**src/rtl/scsc_pkg.sv**
```systemverilog
// Constants for the system clock source control block.
// Assumes a 32-bit classic Wishbone slave port with byte addresses.
package scsc_pkg;
  // Register indices; byte address is four times the index
  localparam logic [11:0] IDX_OSC_CTL = 12'hf86;
  localparam logic [11:0] IDX_STATUS  = 12'hf87;
  localparam logic [11:0] IDX_MASK    = 12'hf88;
  localparam int          ADR_W       = 16;

  // Oscillator control field positions
  localparam int INT_EN_BIT = 7;
  localparam int RSVD_BIT   = 6;
  localparam int WDT_EN_BIT = 5;
  localparam int POF_EN_BIT = 4;
  localparam int WDF_EN_BIT = 3;
  localparam int SEL_HI     = 2;
  localparam int SEL_LO     = 0;

  // Oscillator control reset value
  localparam logic [7:0] OSC_CTL_RST = 8'ha0;

  // Clock source encodings
  localparam logic [2:0] SRC_INT_FAST = 3'h0;
  localparam logic [2:0] SRC_INT_SLOW = 3'h1;
  localparam logic [2:0] SRC_WDT      = 3'h3;
  localparam logic [2:0] SRC_EXT      = 3'h4;

  // Status and mask bit positions
  localparam int EV_PRI_FAIL = 0;
  localparam int EV_WDT_FAIL = 1;
  localparam int EV_BAD_SEL  = 2;
  localparam int EV_W        = 3;
  localparam logic [2:0] EV_RST = 3'h0;
endpackage

```
**src/rtl/scsc_sync.sv**
```systemverilog
// Three-stage synchroniser with agreement filter.
// Assumes async inputs; output changes once stages two and three agree.
`timescale 1ns/100ps
`default_nettype none
module scsc_sync #(
  parameter int W = 1
) (
  input  wire logic         ref_clk,
  input  wire logic         reset_n,
  input  wire logic [W-1:0] async_in,
  output logic      [W-1:0] sync_out
);
  logic [W-1:0] s1_q;
  logic [W-1:0] s2_q;
  logic [W-1:0] s3_q;
  logic [W-1:0] out_q;

  //////////////////////////////////////////////////////////////////////
  // First stage feeds only the second
  always_ff @(posedge ref_clk or negedge reset_n) begin
    if (!reset_n) begin
      s1_q <= '0;
      s2_q <= '0;
      s3_q <= '0;
    end else begin
      s1_q <= async_in;
      s2_q <= s1_q;
      s3_q <= s2_q;
    end
  end

  // Per-bit agreement filter
  genvar i;
  generate
    for (i = 0; i < W; i++) begin : g_flt
      always_ff @(posedge ref_clk or negedge reset_n) begin
        if (!reset_n) begin
          out_q[i] <= 1'b0;
        end else if (s2_q[i] == s3_q[i]) begin
          out_q[i] <= s3_q[i];
        end
      end
    end
  endgenerate

  assign sync_out = out_q;
endmodule // scsc_sync
`default_nettype wire

```
**src/rtl/scsc_top.sv**
```systemverilog
// Oscillator control register with clock source select and fail detect.
// Assumes a classic Wishbone master and async oscillator fail flags.
//
// The implementer's own choice: the Wishbone register port.
`timescale 1ns/100ps
`default_nettype none
module scsc_top (
  input  wire logic                       ref_clk,
  input  wire logic                       reset_n,
  input  wire logic                       wb_cyc_i,
  input  wire logic                       wb_stb_i,
  input  wire logic                       wb_we_i,
  input  wire logic [scsc_pkg::ADR_W-1:0] wb_adr_i,
  input  wire logic [3:0]                 wb_sel_i,
  input  wire logic [31:0]                wb_dat_i,
  output logic      [31:0]                wb_dat_o,
  output logic                            wb_ack_o,
  input  wire logic                       primary_osc_fail,
  input  wire logic                       watchdog_osc_fail,
  input  wire logic                       external_clock_input_pin,
  output logic                            internal_osc_enable,
  output logic                            watchdog_osc_enable,
  output logic                            int_osc_slow_rate,
  output logic [2:0]                      system_clock_source_select,
  output logic                            ext_clock_level,
  output logic                            irq
);
  logic [7:0]           osc_ctl_q;
  logic [7:0]           osc_ctl_d;
  logic [2:0]           status_q;
  logic [2:0]           status_d;
  logic [2:0]           mask_q;
  logic                 ack_q;
  logic [31:0]          rdata_q;
  logic                 irq_q;
  logic                 int_en_q;
  logic                 wdt_en_q;
  logic                 slow_q;
  logic [2:0]           src_q;
  logic                 ext_q;
  logic [2:0]           sync_v;
  logic                 pri_fail_s;
  logic                 wdt_fail_s;
  logic                 ext_s;
  logic                 pri_fail_prev_q;
  logic                 wdt_fail_prev_q;

  //////////////////////////////////////////////////////////////////////
  // Pin inputs pass the three-stage filter
  scsc_sync #(
    .W        (3)
  ) u_sync (
    .ref_clk  (ref_clk),
    .reset_n  (reset_n),
    .async_in ({external_clock_input_pin, watchdog_osc_fail, primary_osc_fail}),
    .sync_out (sync_v)
  );

  assign pri_fail_s = sync_v[0];
  assign wdt_fail_s = sync_v[1];
  assign ext_s      = sync_v[2];

  //////////////////////////////////////////////////////////////////////
  // Bus decode; only bits 15:14 zero and word aligned addresses map
  wire        req      = wb_cyc_i && wb_stb_i;
  wire [11:0] idx      = wb_adr_i[13:2];
  wire        adr_ok   = (wb_adr_i[15:14] == 2'h0) && (wb_adr_i[1:0] == 2'h0);
  wire        hit_osc  = adr_ok && (idx == scsc_pkg::IDX_OSC_CTL);
  wire        hit_sts  = adr_ok && (idx == scsc_pkg::IDX_STATUS);
  wire        hit_msk  = adr_ok && (idx == scsc_pkg::IDX_MASK);
  // Effects land on the edge at which the master sees ack
  wire        commit   = req && ack_q;
  wire        wr_lane  = commit && wb_we_i && wb_sel_i[0];
  wire        wr_osc   = wr_lane && hit_osc;
  wire        wr_msk   = wr_lane && hit_msk;
  wire        rd_sts   = commit && !wb_we_i && hit_sts;

  // Reserved select codes are refused, field keeps old value
  wire [2:0]  wsel     = wb_dat_i[scsc_pkg::SEL_HI:scsc_pkg::SEL_LO];
  wire        sel_ok   = (wsel == scsc_pkg::SRC_INT_FAST) ||
                         (wsel == scsc_pkg::SRC_INT_SLOW) ||
                         (wsel == scsc_pkg::SRC_WDT) ||
                         (wsel == scsc_pkg::SRC_EXT);
  wire        bad_sel  = wr_osc && !sel_ok;

  //////////////////////////////////////////////////////////////////////
  // Fail events; detection only counts while enabled
  wire ev_pri = pri_fail_s && !pri_fail_prev_q &&
                osc_ctl_q[scsc_pkg::POF_EN_BIT];
  wire ev_wdt = wdt_fail_s && !wdt_fail_prev_q &&
                osc_ctl_q[scsc_pkg::WDF_EN_BIT];

  // Next control value: write first, then primary recovery overrides
  always_comb begin
    osc_ctl_d = osc_ctl_q;
    if (wr_osc) begin
      osc_ctl_d = wb_dat_i[7:0];
      osc_ctl_d[scsc_pkg::RSVD_BIT] = 1'b0;
      if (!sel_ok) begin
        osc_ctl_d[scsc_pkg::SEL_HI:scsc_pkg::SEL_LO] =
          osc_ctl_q[scsc_pkg::SEL_HI:scsc_pkg::SEL_LO];
      end
    end
    // Recovery falls back to the internal fast clock
    if (ev_pri) begin
      osc_ctl_d[scsc_pkg::INT_EN_BIT] = 1'b1;
      osc_ctl_d[scsc_pkg::SEL_HI:scsc_pkg::SEL_LO] = scsc_pkg::SRC_INT_FAST;
    end
  end

  // Sticky status: a set in the clearing cycle wins; a read clears only
  // the bits it returned, so an event landing during the read survives
  always_comb begin
    status_d = rd_sts ? (status_q & ~rdata_q[2:0]) : status_q;
    if (ev_pri) begin
      status_d[scsc_pkg::EV_PRI_FAIL] = 1'b1;
    end
    if (ev_wdt) begin
      status_d[scsc_pkg::EV_WDT_FAIL] = 1'b1;
    end
    if (bad_sel) begin
      status_d[scsc_pkg::EV_BAD_SEL] = 1'b1;
    end
  end

  // Read data mux; unmapped reads return zero
  wire [31:0] rmux = hit_osc ? {24'h0, osc_ctl_q} :
                     hit_sts ? {29'h0, status_q} :
                     hit_msk ? {29'h0, mask_q} : 32'h0;

  //////////////////////////////////////////////////////////////////////
  // Registers
  always_ff @(posedge ref_clk or negedge reset_n) begin
    if (!reset_n) begin
      osc_ctl_q <= scsc_pkg::OSC_CTL_RST;
      status_q  <= scsc_pkg::EV_RST;
      mask_q    <= scsc_pkg::EV_RST;
    end else begin
      osc_ctl_q <= osc_ctl_d;
      status_q  <= status_d;
      if (wr_msk) begin
        mask_q  <= wb_dat_i[2:0];
      end
    end
  end

  // Bus answer one cycle after the request, dropped the next
  always_ff @(posedge ref_clk or negedge reset_n) begin
    if (!reset_n) begin
      ack_q   <= 1'b0;
      rdata_q <= 32'h0;
    end else begin
      ack_q   <= req && !ack_q;
      rdata_q <= rmux;
    end
  end

  // Edge history for fail flags
  always_ff @(posedge ref_clk or negedge reset_n) begin
    if (!reset_n) begin
      pri_fail_prev_q <= 1'b0;
      wdt_fail_prev_q <= 1'b0;
    end else begin
      pri_fail_prev_q <= pri_fail_s;
      wdt_fail_prev_q <= wdt_fail_s;
    end
  end

  //////////////////////////////////////////////////////////////////////
  // Oscillator and clock mux controls, all registered
  wire [2:0] cur_sel  = osc_ctl_q[scsc_pkg::SEL_HI:scsc_pkg::SEL_LO];

  always_ff @(posedge ref_clk or negedge reset_n) begin
    if (!reset_n) begin
      int_en_q <= scsc_pkg::OSC_CTL_RST[scsc_pkg::INT_EN_BIT];
      wdt_en_q <= scsc_pkg::OSC_CTL_RST[scsc_pkg::WDT_EN_BIT];
      slow_q   <= 1'b0;
      src_q    <= scsc_pkg::SRC_INT_FAST;
      ext_q    <= 1'b0;
      irq_q    <= 1'b0;
    end else begin
      int_en_q <= osc_ctl_q[scsc_pkg::INT_EN_BIT];
      wdt_en_q <= osc_ctl_q[scsc_pkg::WDT_EN_BIT];
      slow_q   <= (cur_sel == scsc_pkg::SRC_INT_SLOW);
      src_q    <= cur_sel;
      // Pin level passes only while external source is chosen
      ext_q    <= ext_s && (cur_sel == scsc_pkg::SRC_EXT);
      irq_q    <= |(status_q & mask_q);
    end
  end

  assign wb_ack_o                   = ack_q;
  assign wb_dat_o                   = rdata_q;
  assign internal_osc_enable        = int_en_q;
  assign watchdog_osc_enable        = wdt_en_q;
  assign int_osc_slow_rate          = slow_q;
  assign system_clock_source_select = src_q;
  assign ext_clock_level            = ext_q;
  assign irq                        = irq_q;
endmodule // scsc_top
`default_nettype wire

```
**config.mk**
```make
export PLATFORM = sky130hd
export DESIGN_NAME = scsc_top
export DESIGN_NICKNAME = d
export VERILOG_FILES = /design/src/rtl/scsc_pkg.sv /design/src/rtl/scsc_sync.sv /design/src/rtl/scsc_top.sv
export SDC_FILE = /design/constraint.sdc
export NUM_CORES = 1
export LEC_CHECK = 0
export BUFFER_PORTS_ARGS = -buffer_cell sky130_fd_sc_hd__buf_4
export CAP_MARGIN = 40
export CORE_MARGIN = 5
export CORE_UTILIZATION = 46
export CTS_BUF_LIST = sky130_fd_sc_hd__clkbuf_2 sky130_fd_sc_hd__clkbuf_4 sky130_fd_sc_hd__clkbuf_8
export DETAILED_ROUTE_END_ITERATION = 16
export GPL_ROUTABILITY_DRIVEN = 0
export PLACE_DENSITY = 0.89
export SYNTH_ARGS = -nofsm -noshare
export SYNTH_HDL_FRONTEND = slang
export SYNTH_SLANG_ARGS = --single-unit
```
**constraint.sdc**
```tcl
create_clock -name ref_clk -period 3.62 [get_ports ref_clk]
set_input_delay 0.181 -clock ref_clk [delete_from_list [all_inputs] [get_ports ref_clk]]
set_output_delay 0.181 -clock ref_clk [all_outputs]
set_load 0.005 [all_outputs]
```
==> results.yml, run 1 <==
run_status:
  status: "finished, final reports clean"
routing:
  post_drt_wl_per_cell_um: 13.6
  ant_nets: 0
  drt_iter0_drc: 87
  post-route-drc-count: 0
  wl_um: 3470
  vias: 1203
  firstDrtPassIters: 4
  viasPerCell: 4.74
timing:
  grt_setup_unrepaired: "false"
  min_period_ns: 1.48
  setup_violations: 0
  skew_ns: 0.00919
  fin_crit_sh_pct: 40.9
  finalMaxSlewViolations: 0
  setup-tns-final_ns: 0
  slew_headroom_pct: 65.1
  worst_pin_slew_ns: 0.523
  setup_ws_ns: 2.14
  hold_viol: 0
  fmax_ghz: 0.676
yosys:
  synth-edff-count: 0
  avgSynthCellArea_um2: 12.6
  yosys-top-cells-area: "dfrtp_1, buf_4, dfstp_2, mux2_2, nor4_4"
  synth.top_cell.area_share_pct: 53.1
  yosys_warnings: 0
  ys.flop_type: "dfrtp_1"
  synthCells: 146
  async_flop_share_pct: 100
  synth.ff_latch_count: 43
  ys_seq_area_share_pct: 58.8
  synthDistinctLibCells: 34
  syn_area_um2: 1840
  yosysTopAreaCell: "dfrtp_1"
  synth.most_common_cell: "dfrtp_1"
  ys_top_cells_by_count: "dfrtp_1, buf_4, nand2_1"
global_route:
  grt_overflow_total: 0
  antenna_found_initial: 0
  grt_first_pass_wirelength_um: 5680
  gr-usage-all-layers_pct: 14.0
  grt_max_degree: 44
  grt_pass1_vias: 1271
setup_path:
  reg2reg_to: "mask_q[1]"
  reg2reg_depth: 4
  worst_setup_path_end_kind: "flop"
  path_cells: "nand3_1 -> nor4_4 -> nand2b_1 -> mux2_2"
  r2r-start: "wb_ack_o"
  path_class: "flop to flop"
  cp.required_ns: 3.80
  max_stage_delay_ns: 0.39
  cp_slowest_cell: "dfrtp_1"
  r2r_setup_slack_ns: 2.14
  startpoint_type: "flop"
  worstPathArrival_ns: 1.66
  crit_path_max_fanout: 5
clock_tree:
  clk-insertion-delay-late_ns: 0.30
  post_cts_buffers: 0
  htreeDepth: 2
  cts_buffers: 5
  clk_root_buffer_cell: "clkbuf_8"
  clk_pin_slew_ns: 0.09
  cts_buffer_depth: 2
  cts_sinks: 43
  cts_tree: "built"
floorplan:
  initial_core_util_pct: 46.6
  die_h_um: 73.2
  core_um2: 3940
  die_w_um: 73.2
  dieArea_um2: 5360
  ios: 101
  placementRows: 23
cells_and_area:
  final_nets: 263
  syn_to_final_growth_pct: 24.5
  drive_above_1_share_pct: 35.8
  antenna_cells: 0
min_path:
  min_path_type: "input port to flop"
  whs_path_depth: 2
  hold_end: "osc_ctl_q[4]"
  min-delay-start: "wb_dat_i[4]"
power_and_ir_drop:
  p_per_area_nw_per_um2: 380
  total_leakage_power_nw: 1.10
  irDropWorstVdd_mv: 0.236
run:
  maxCapViolations: 0
place:
  place_ws_ns: 2.04
  port_buffers: 47
registers in the layout (all words and copies together) (netlist names):
name and count:
mask_q 3, u_sync.sync_out 3, system_clock_source_select 3, watchdog_osc_enable 1
wb_dat_o 7, pri_fail_prev_q 1, ext_clock_level 1, irq 1
internal_osc_enable 1, wb_ack_o 1, u_sync.s3_q 3, status_q 3
osc_ctl_q 7, wdt_fail_prev_q 1, int_osc_slow_rate 1, u_sync.s1_q 3
u_sync.s2_q 3
worst max-delay path by stage:
stage,start,to,slack [ns]
2_1_floorplan,wb_ack_o,mask_q[0],2.27
3_3_place_gp,wb_adr_i[7],wb_dat_o[0],2.12
3_5_place_dp,wb_adr_i[7],status_q[2],2.04
4_1_cts,wb_ack_o,mask_q[1],2.14
5_1_grt,wb_ack_o,mask_q[2],2.04
6_report,wb_ack_o,mask_q[1],2.14
through the flow:
step	util (%)	total power [mW]	area (um2)	hold slack [ns]	instances
6_report	58.0	0.869	2290	0.112	254
5_1_grt	58.0	0.911	2290	0.115	254
4_1_cts	58.0	0.876	2290	0.109	254
3_5_place_dp	54.7	0.567	2160	0.190	242
3_3_place_gp	54.7	0.564	2160	0.182	242
2_1_floorplan	-	0.542	1930	-0.115	170
cell usage in the layout, fill, tap and decap left out, types with 2 or more instances in the layout:
master         count
a221o_1            3
and2_1             4
and3_1             2
buf_4             47
clkbuf_8           5
clkinvlp_4         2
conb_1            25
dfrtp_1           39
dfstp_2            4
dlygate4sd3_1      4
inv_1              6
maj3_1             3
mux2_2             6
mux2i_1            2
nand2_1            8
nand2b_1           2
nand3_1            3
nand3b_1           5
nand4_1            2
nand4_2            2
nor2_1             4
nor2b_1            2
nor3_1             3
nor4_4             2
o21ai_0            4
o31ai_1            3
kinds of logic after synthesis:
family	count (synthesis)	synth area share [%]
adder cells (fa/ha/maj)	3	1.63
AND/OR/NAND/NOR	47	18.0
multiplexers	8	4.76
AO/OA/AOI/OAI	13	5.11
flip-flops	43	58.8
buffers and inverters	31	11.4
other	1	0.204
worst max-delay path, delay by kind of cell (launching register included):
family / cells / cell delay, ns
muxes: 1 / 0.30
DFF: 1 / 0.39
and+or+nand+nor: 3 / 0.68
power breakdown:
part / total (mW) / switching, mW / internal (mW)
clock network: 0.308 / 0.171 / 0.138
logic: 0.0639 / 0.0314 / 0.0325
registers: 0.497 / 0.00553 / 0.491
layer usage:
| layer | GRT usage (%) | part of all wire [%] | routed length (um) |
|---|---|---|---|
| met1 | 15.1 | 36 | 1240 |
| met2 | 25.9 | 56 | 1940 |
| met3 | 3.86 | 7.2 | 251 |
| met4 | 4.92 | 1.0 | 36 |
| met5 | 0 | 0 | 0 |
cell type report:
class	count	area, um2
clock buffer	5	68.8
inverter	6	22.5
multi-input combinational	96	637
tap	50	62.6
fill	320	1650
sequential	43	1080
clock inverter	3	23.8
timing repair buffer	51	393
repair_timing:
item / in CTS / in global routing
hold endpoints to repair: 42 / 0
hold buffers: 4 / 0
resized for setup: 0 / 0
endpoints found under the setup margin: 0 / 0
Power figures use the tool's default switching activity.
==> run 2: changes to the inputs <==
--- a/config.mk
+++ b/config.mk
@@ -5,6 +5,7 @@
 export SDC_FILE = /design/constraint.sdc
 export NUM_CORES = 1
 export LEC_CHECK = 0
+export ABC_AREA = 1
 export BUFFER_PORTS_ARGS = -buffer_cell sky130_fd_sc_hd__buf_4
 export CAP_MARGIN = 40
 export CORE_MARGIN = 5
==> constraint.sdc (replaced) <==
create_clock -name ref_clk -period 1.5 [get_ports ref_clk]
set_input_delay 0.075 -clock ref_clk [delete_from_list [all_inputs] [get_ports ref_clk]]
set_output_delay 0.075 -clock ref_clk [all_outputs]
set_load 0.005 [all_outputs]
==> run 2 against run 1 <==
Compared with the run above:
- the flow now finishes with violations (hold timing)
- via count increased by 16%
- setup slack got worse by 1.9 ns
- die area increased by 1.9%
- global-route usage increased by 0.52 points
- final cell count increased by 22%
- register-to-register slack got worse by 1.9 ns
- critical path type unchanged
- largest cell class unchanged
- largest power group unchanged
==> results.yml, run 2 <==
routing:
  viasPerCell: 4.48
  drt_iter0_drc: 46
  wl_um: 3710
  vias: 1390
  post-route-drc-count: 0
  firstDrtPassIters: 4
  post_drt_wl_per_cell_um: 12.0
  ant_nets: 0
timing:
  hold_viol: 1
  slew_headroom_pct: 65.8
  setup-tns-final_ns: 0
  whs_ns: -0.0000611
  finalMaxSlewViolations: 0
  fmax_ghz: 0.810
  worst_pin_slew_ns: 0.513
  setup_violations: 0
  fin_crit_sh_pct: 82.3
  skew_ns: 0.0102
  min_period_ns: 1.23
  grt_setup_unrepaired: "false"
setup_path:
  worst_setup_path_startpoint: "wb_ack_o"
  cp_slowest_cell: "dfrtp_1"
  r2r-start: "wb_ack_o"
  startpoint_type: "flop"
  crit_path_max_fanout: 8
  path_class: "flop to flop"
  reg2reg_depth: 6
  worst_setup_path_end_kind: "flop"
  path_cells: "nand3_1 -> nor2_1 -> inv_1 -> nor2_4 -> nand2_1 -> o21ai_0"
  cp.required_ns: 1.72
  max_stage_delay_ns: 0.37
  worstPathArrival_ns: 1.45
yosys:
  avgSynthCellArea_um2: 9.35
  ys_seq_area_share_pct: 57.5
  synthDistinctLibCells: 19
  yosys_warnings: 0
  async_flop_share_pct: 100
  synth.ff_latch_count: 43
  synth.top_cell.area_share_pct: 51.9
  syn_area_um2: 1880
  yosys-top-cells-area: "dfrtp_1, buf_4, nand2_1, dfstp_2, nor2_1"
  ys.flop_type: "dfrtp_1"
  synth.most_common_cell: "nand2_1"
  synth-edff-count: 0
  ys_top_cells_by_count: "nand2_1, dfrtp_1, buf_4"
  yosysTopAreaCell: "dfrtp_1"
  synthCells: 201
global_route:
  top_usage_layer: "met2"
  antenna_found_initial: 0
  grt_util_met3_pct: 5.06
  grt_pass1_vias: 1359
  grt_max_degree: 44
  use_met1_pct: 16.1
  met2_usage_pct: 25.8
  grt_overflow_total: 0
  grt_first_pass_wirelength_um: 5920
  gr-usage-all-layers_pct: 14.5
clock_tree:
  cts_sinks: 43
  cts_resized: 0
  cts_buffer_depth: 2
  clk-insertion-delay-late_ns: 0.30
  cts_buffers: 5
  cts_hold_buf: 4
  cts_tree: "built"
  clk_pin_slew_ns: 0.08
  post_cts_buffers: 0
  clk_root_buffer_cell: "clkbuf_8"
  htreeDepth: 2
cells_and_area:
  layout.cells.most_common_list: "nand2_1, buf_4, dfrtp_1, conb_1, nor2_1"
  utilization_pct: 59.2
  final_nets: 319
  syn_to_final_growth_pct: 25.1
  final_common_cell: "nand2_1"
  fillCellCount: 349
  antenna_cells: 0
  drive_above_1_share_pct: 25.8
floorplan:
  initial_core_util_pct: 47.3
  placementRows: 23
  ios: 101
  dieArea_um2: 5460
  die_w_um: 73.9
  die_h_um: 73.9
  core_um2: 3970
place:
  port_buffers: 47
  hpwl_um: 2780
run_status:
  failed_checks: "hold timing"
  status: "complete, but fails checks"
power_and_ir_drop:
  p_per_area_nw_per_um2: 930
  total_leakage_power_nw: 1.27
  design_power_total_mw: 2.19
  irDropWorstVdd_mv: 0.499
min_path:
  min_path_type: "input port to flop"
  min-delay-start: "wb_dat_i[3]"
  whs_path_depth: 3
run:
  maxCapViolations: 0
[run 2: cell types whose count changed in the layout (fill, tap and decap cells not counted), moves of 6 or more]
cell / change
nand3_1: +8
mux2_2: -6
nand2_1: +41
inv_1: +14
nor2_1: +18
o21ai_0: +7
[run 2: path summary, 6_finish.rpt]
kind / endpoint / slack [ns]
setup / recovery: osc_ctl_q[5] / 0.27
hold / removal: osc_ctl_q[3] / -0.00006
setup reg to reg: osc_ctl_q[5] / 0.27
hold reg to reg: u_sync.s2_q[0] / 0.35
max in group asynchronous: osc_ctl_q[7] / 0.84
min in group asynchronous: u_sync.sync_out[2] / 0.29
[run 2: logic make-up after synthesis]
logic type,synth area share [%]
buffers and inverters,14.0
AO/OA/AOI/OAI,2.93
AND/OR/NAND/NOR,23.8
flip-flops,57.5
other,0.200
adder cells (fa/ha/maj),1.60
[run 2: metrics by stage]
stage	instances	setup slack, ns	cell area, um2	hold slack (ns)
6_report	310	0.265	2350	-0.0000611
5_1_grt	310	0.107	2350	0.00919
4_1_cts	309	0.249	2340	0.000598
3_5_place_dp	297	0.263	2200	0.0865
3_3_place_gp	297	0.274	2200	0.0823
2_1_floorplan	225	0.383	1970	-0.221
[run 2: critical path, delay by kind of cell (launching register included)]
| kind | cells | cell delay, ns |
|---|---|---|
| flops | 1 | 0.37 |
| compound gates | 1 | 0.09 |
| buf+inv | 1 | 0.16 |
| simple gates | 4 | 0.55 |
[run 2: power breakdown]
group          leakage, nW  internal, mW  total (mW)  switching (mW)
Combinational        0.700        0.0786       0.162          0.0838
Clock               0.0549         0.438       0.824           0.386
Sequential           0.512          1.19        1.20          0.0127
Total                 1.27          1.70        2.19           0.482
[run 2: layer usage]
| metal | vias up | part of all wire [%] |
|---|---|---|
| met5 | - | 0 |
| met4 | 0 | 1.6 |
| met3 | 8 | 6.7 |
| met2 | 40 | 54 |
| met1 | 653 | 38 |
| li1 | 689 | - |
[run 2: final cells by class]
class / count / area (um2) / area share [%]
Clock buffer: 8 / 104 / 4.42
Inverter: 20 / 75.1 / 3.19
Multi-Input combinational cell: 137 / 626 / 26.6
Sequential cell: 43 / 1080 / 46.0
Tap cell: 50 / 62.6 / 2.66
Timing Repair Buffer: 52 / 403 / 17.1
==> run 3: changes to the inputs <==
--- a/config.mk
+++ b/config.mk
@@ -5,15 +5,15 @@
 export SDC_FILE = /design/constraint.sdc
 export NUM_CORES = 1
 export LEC_CHECK = 0
-export ABC_AREA = 1
+export ABC_AREA = 0
 export BUFFER_PORTS_ARGS = -buffer_cell sky130_fd_sc_hd__buf_4
 export CAP_MARGIN = 40
 export CORE_MARGIN = 5
-export CORE_UTILIZATION = 46
+export CORE_UTILIZATION = 41
 export CTS_BUF_LIST = sky130_fd_sc_hd__clkbuf_2 sky130_fd_sc_hd__clkbuf_4 sky130_fd_sc_hd__clkbuf_8
 export DETAILED_ROUTE_END_ITERATION = 16
 export GPL_ROUTABILITY_DRIVEN = 0
-export PLACE_DENSITY = 0.89
+export PLACE_DENSITY = 0.85
 export SYNTH_ARGS = -nofsm -noshare
 export SYNTH_HDL_FRONTEND = slang
 export SYNTH_SLANG_ARGS = --single-unit
==> constraint.sdc (replaced) <==
create_clock -name ref_clk -period 1.1 [get_ports ref_clk]
set_input_delay 0.055 -clock ref_clk [delete_from_list [all_inputs] [get_ports ref_clk]]
set_output_delay 0.055 -clock ref_clk [all_outputs]
set_load 0.005 [all_outputs]
==> run 3 against run 2 <==
Compared with the run above:
- the flow finishes with violations (setup timing)
- utilization shrank 3.4 points
- critical path depth is 2 lower
- worst hold slack gained 0.010 ns
- non-clock buffer count rose by 8
- sequential power grew 36%
- critical path type unchanged
- largest cell class unchanged
==> results.yml, run 3 (synthesized netlist as in run 1, its figures left out) <==
timing:
  skew_ns: 0.00997
  fmax_ghz: 0.692
  grt_setup_unrepaired: "true"
  fin_crit_sh_pct: 131
  slew_headroom_pct: 65.4
  setup_violations: 14
  min_period_ns: 1.45
  setup_ws_ns: -0.345
  hold_viol: 0
  worst_pin_slew_ns: 0.519
  finalMaxSlewViolations: 0
run_status:
  status: "complete, but fails checks"
  failed_checks: "setup timing"
place:
  placed_area_um2: 2190
  hpwl_um: 2610
  port_buffers: 47
global_route:
  antenna_found_initial: 0
  grt_first_pass_wirelength_um: 5820
  grt_max_degree: 44
  grt_overflow_total: 0
  gr-usage-all-layers_pct: 12.4
  grt_pass1_vias: 1292
power_and_ir_drop:
  combPwrFrac_pct: 7.7
  p_switching_uw: 648
  irDropWorstVdd_mv: 0.625
  power.share.switching_pct: 21.2
  internal_power_mw: 2.42
  p_per_area_nw_per_um2: 1260
  power_frac_clock_pct: 39.0
  total_leakage_power_nw: 1.17
  pwr-share-seq_pct: 53.3
routing:
  drt_iter0_drc: 44
  wl_um: 3660
  viasPerCell: 4.62
  vias: 1224
  ant_nets: 0
  firstDrtPassIters: 4
  post-route-drc-count: 0
  post_drt_wl_per_cell_um: 13.8
cells_and_area:
  utilization_pct: 55.8
  multi_input_area_um2: 673
  layout.cells.most_common_list: "buf_4, dfrtp_1, conb_1, nand2_1, dlygate4sd3_1"
  final_common_cell: "buf_4"
  fillCellCount: 372
  stdcell_area_um2: 2430
  syn_to_final_growth_pct: 32.1
  drive_above_1_share_pct: 40.4
  final_nets: 272
  seq_area_um2: 1080
  antenna_cells: 0
floorplan:
  die_h_um: 77.0
  core_um2: 4350
  placementRows: 24
  dieArea_um2: 5920
  ios: 101
  die_w_um: 77.0
  initial_core_util_pct: 42.2
clock_tree:
  clk-insertion-delay-late_ns: 0.29
  cts_buffer_depth: 2
  cts_sinks: 43
  cts_tree: "built"
  clk_pin_slew_ns: 0.08
  clk_root_buffer_cell: "clkbuf_8"
  cts_buffers: 5
  htreeDepth: 2
setup_path:
  worstPathArrival_ns: 1.62
  startpoint_type: "flop"
  crit_path_max_fanout: 4
  cp.required_ns: 1.27
  worst_setup_path_startpoint: "wb_ack_o"
  path_class: "flop to flop"
  r2r_setup_slack_ns: -0.35
  worst_setup_path_end_kind: "flop"
  r2r-start: "wb_ack_o"
min_path:
  min-delay-start: "wb_cyc_i"
  min_path_type: "input port to flop"
run:
  maxCapViolations: 0
## run 3: area by class of cell
cell class	instances	share of cell area (%)
inverters	6	0.927
multi-input cells	96	27.7
well taps	52	2.68
repair buffers	60	19.5
flip-flops and latches	43	44.5
clock inverters	3	1.80
clock buffers	5	2.83
## run 3: per-layer routing
metal  routed length, um  up-vias  GRT usage [%]
li1                    -      596              -
met1                1390      585           12.6
met2                1960       41           22.7
met3                 303        2           5.85
met4                   9        0           3.15
met5                   0        -              0
## run 3: path summary, 6_finish.rpt
kind,to,cells after the start
min reg2reg,u_sync.s2_q[2],0
max reg2reg,mask_q[1],4
min,wb_ack_o,3
min in group asynchronous,osc_ctl_q[2],2
max,mask_q[1],4
max in group asynchronous,system_clock_source_select[0],2
## run 3: power groups by stage
| stage | logic (mW) | registers, mW | clock network [mW] |
|---|---|---|---|
| 2_1_floorplan | 0.123 | 1.66 | 0 |
| 3_3_place_gp | 0.199 | 1.66 | 0 |
| 3_5_place_dp | 0.204 | 1.66 | 0 |
| 4_1_cts | 0.229 | 1.63 | 1.23 |
| 5_1_grt | 0.262 | 1.64 | 1.30 |
| 6_report | 0.235 | 1.63 | 1.20 |
## run 3: worst max-delay path, cell delays in order, from the launching register on
cell,delay [ns]
dfrtp_1,0.37
nand3_2,0.12
nor4_4,0.36
nand2b_1,0.17
mux2_2,0.30
## run 3: stage by stage
step                std cells  worst slack (ns)  hold WS [ns]  power (mW)  setup TNS, ns
detailed placement        248            -0.276        0.0671        1.87          -3.97
CTS                       264            -0.291       0.00251        3.09          -2.92
finish                    265            -0.345       0.00992        3.06          -3.64
floorplan                 170            -0.228        -0.241        1.78          -1.97
global route              265            -0.423        0.0144        3.20          -4.70
global placement          248            -0.215        0.0603        1.86          -3.38
## run 3: repair_timing
item,in CTS,in global routing
resized for setup,2,6
hold buffers,8,0
buffers inserted,0,1
endpoints found under the setup margin,13,13
hold endpoints to repair,46,0
pin swaps,4,4
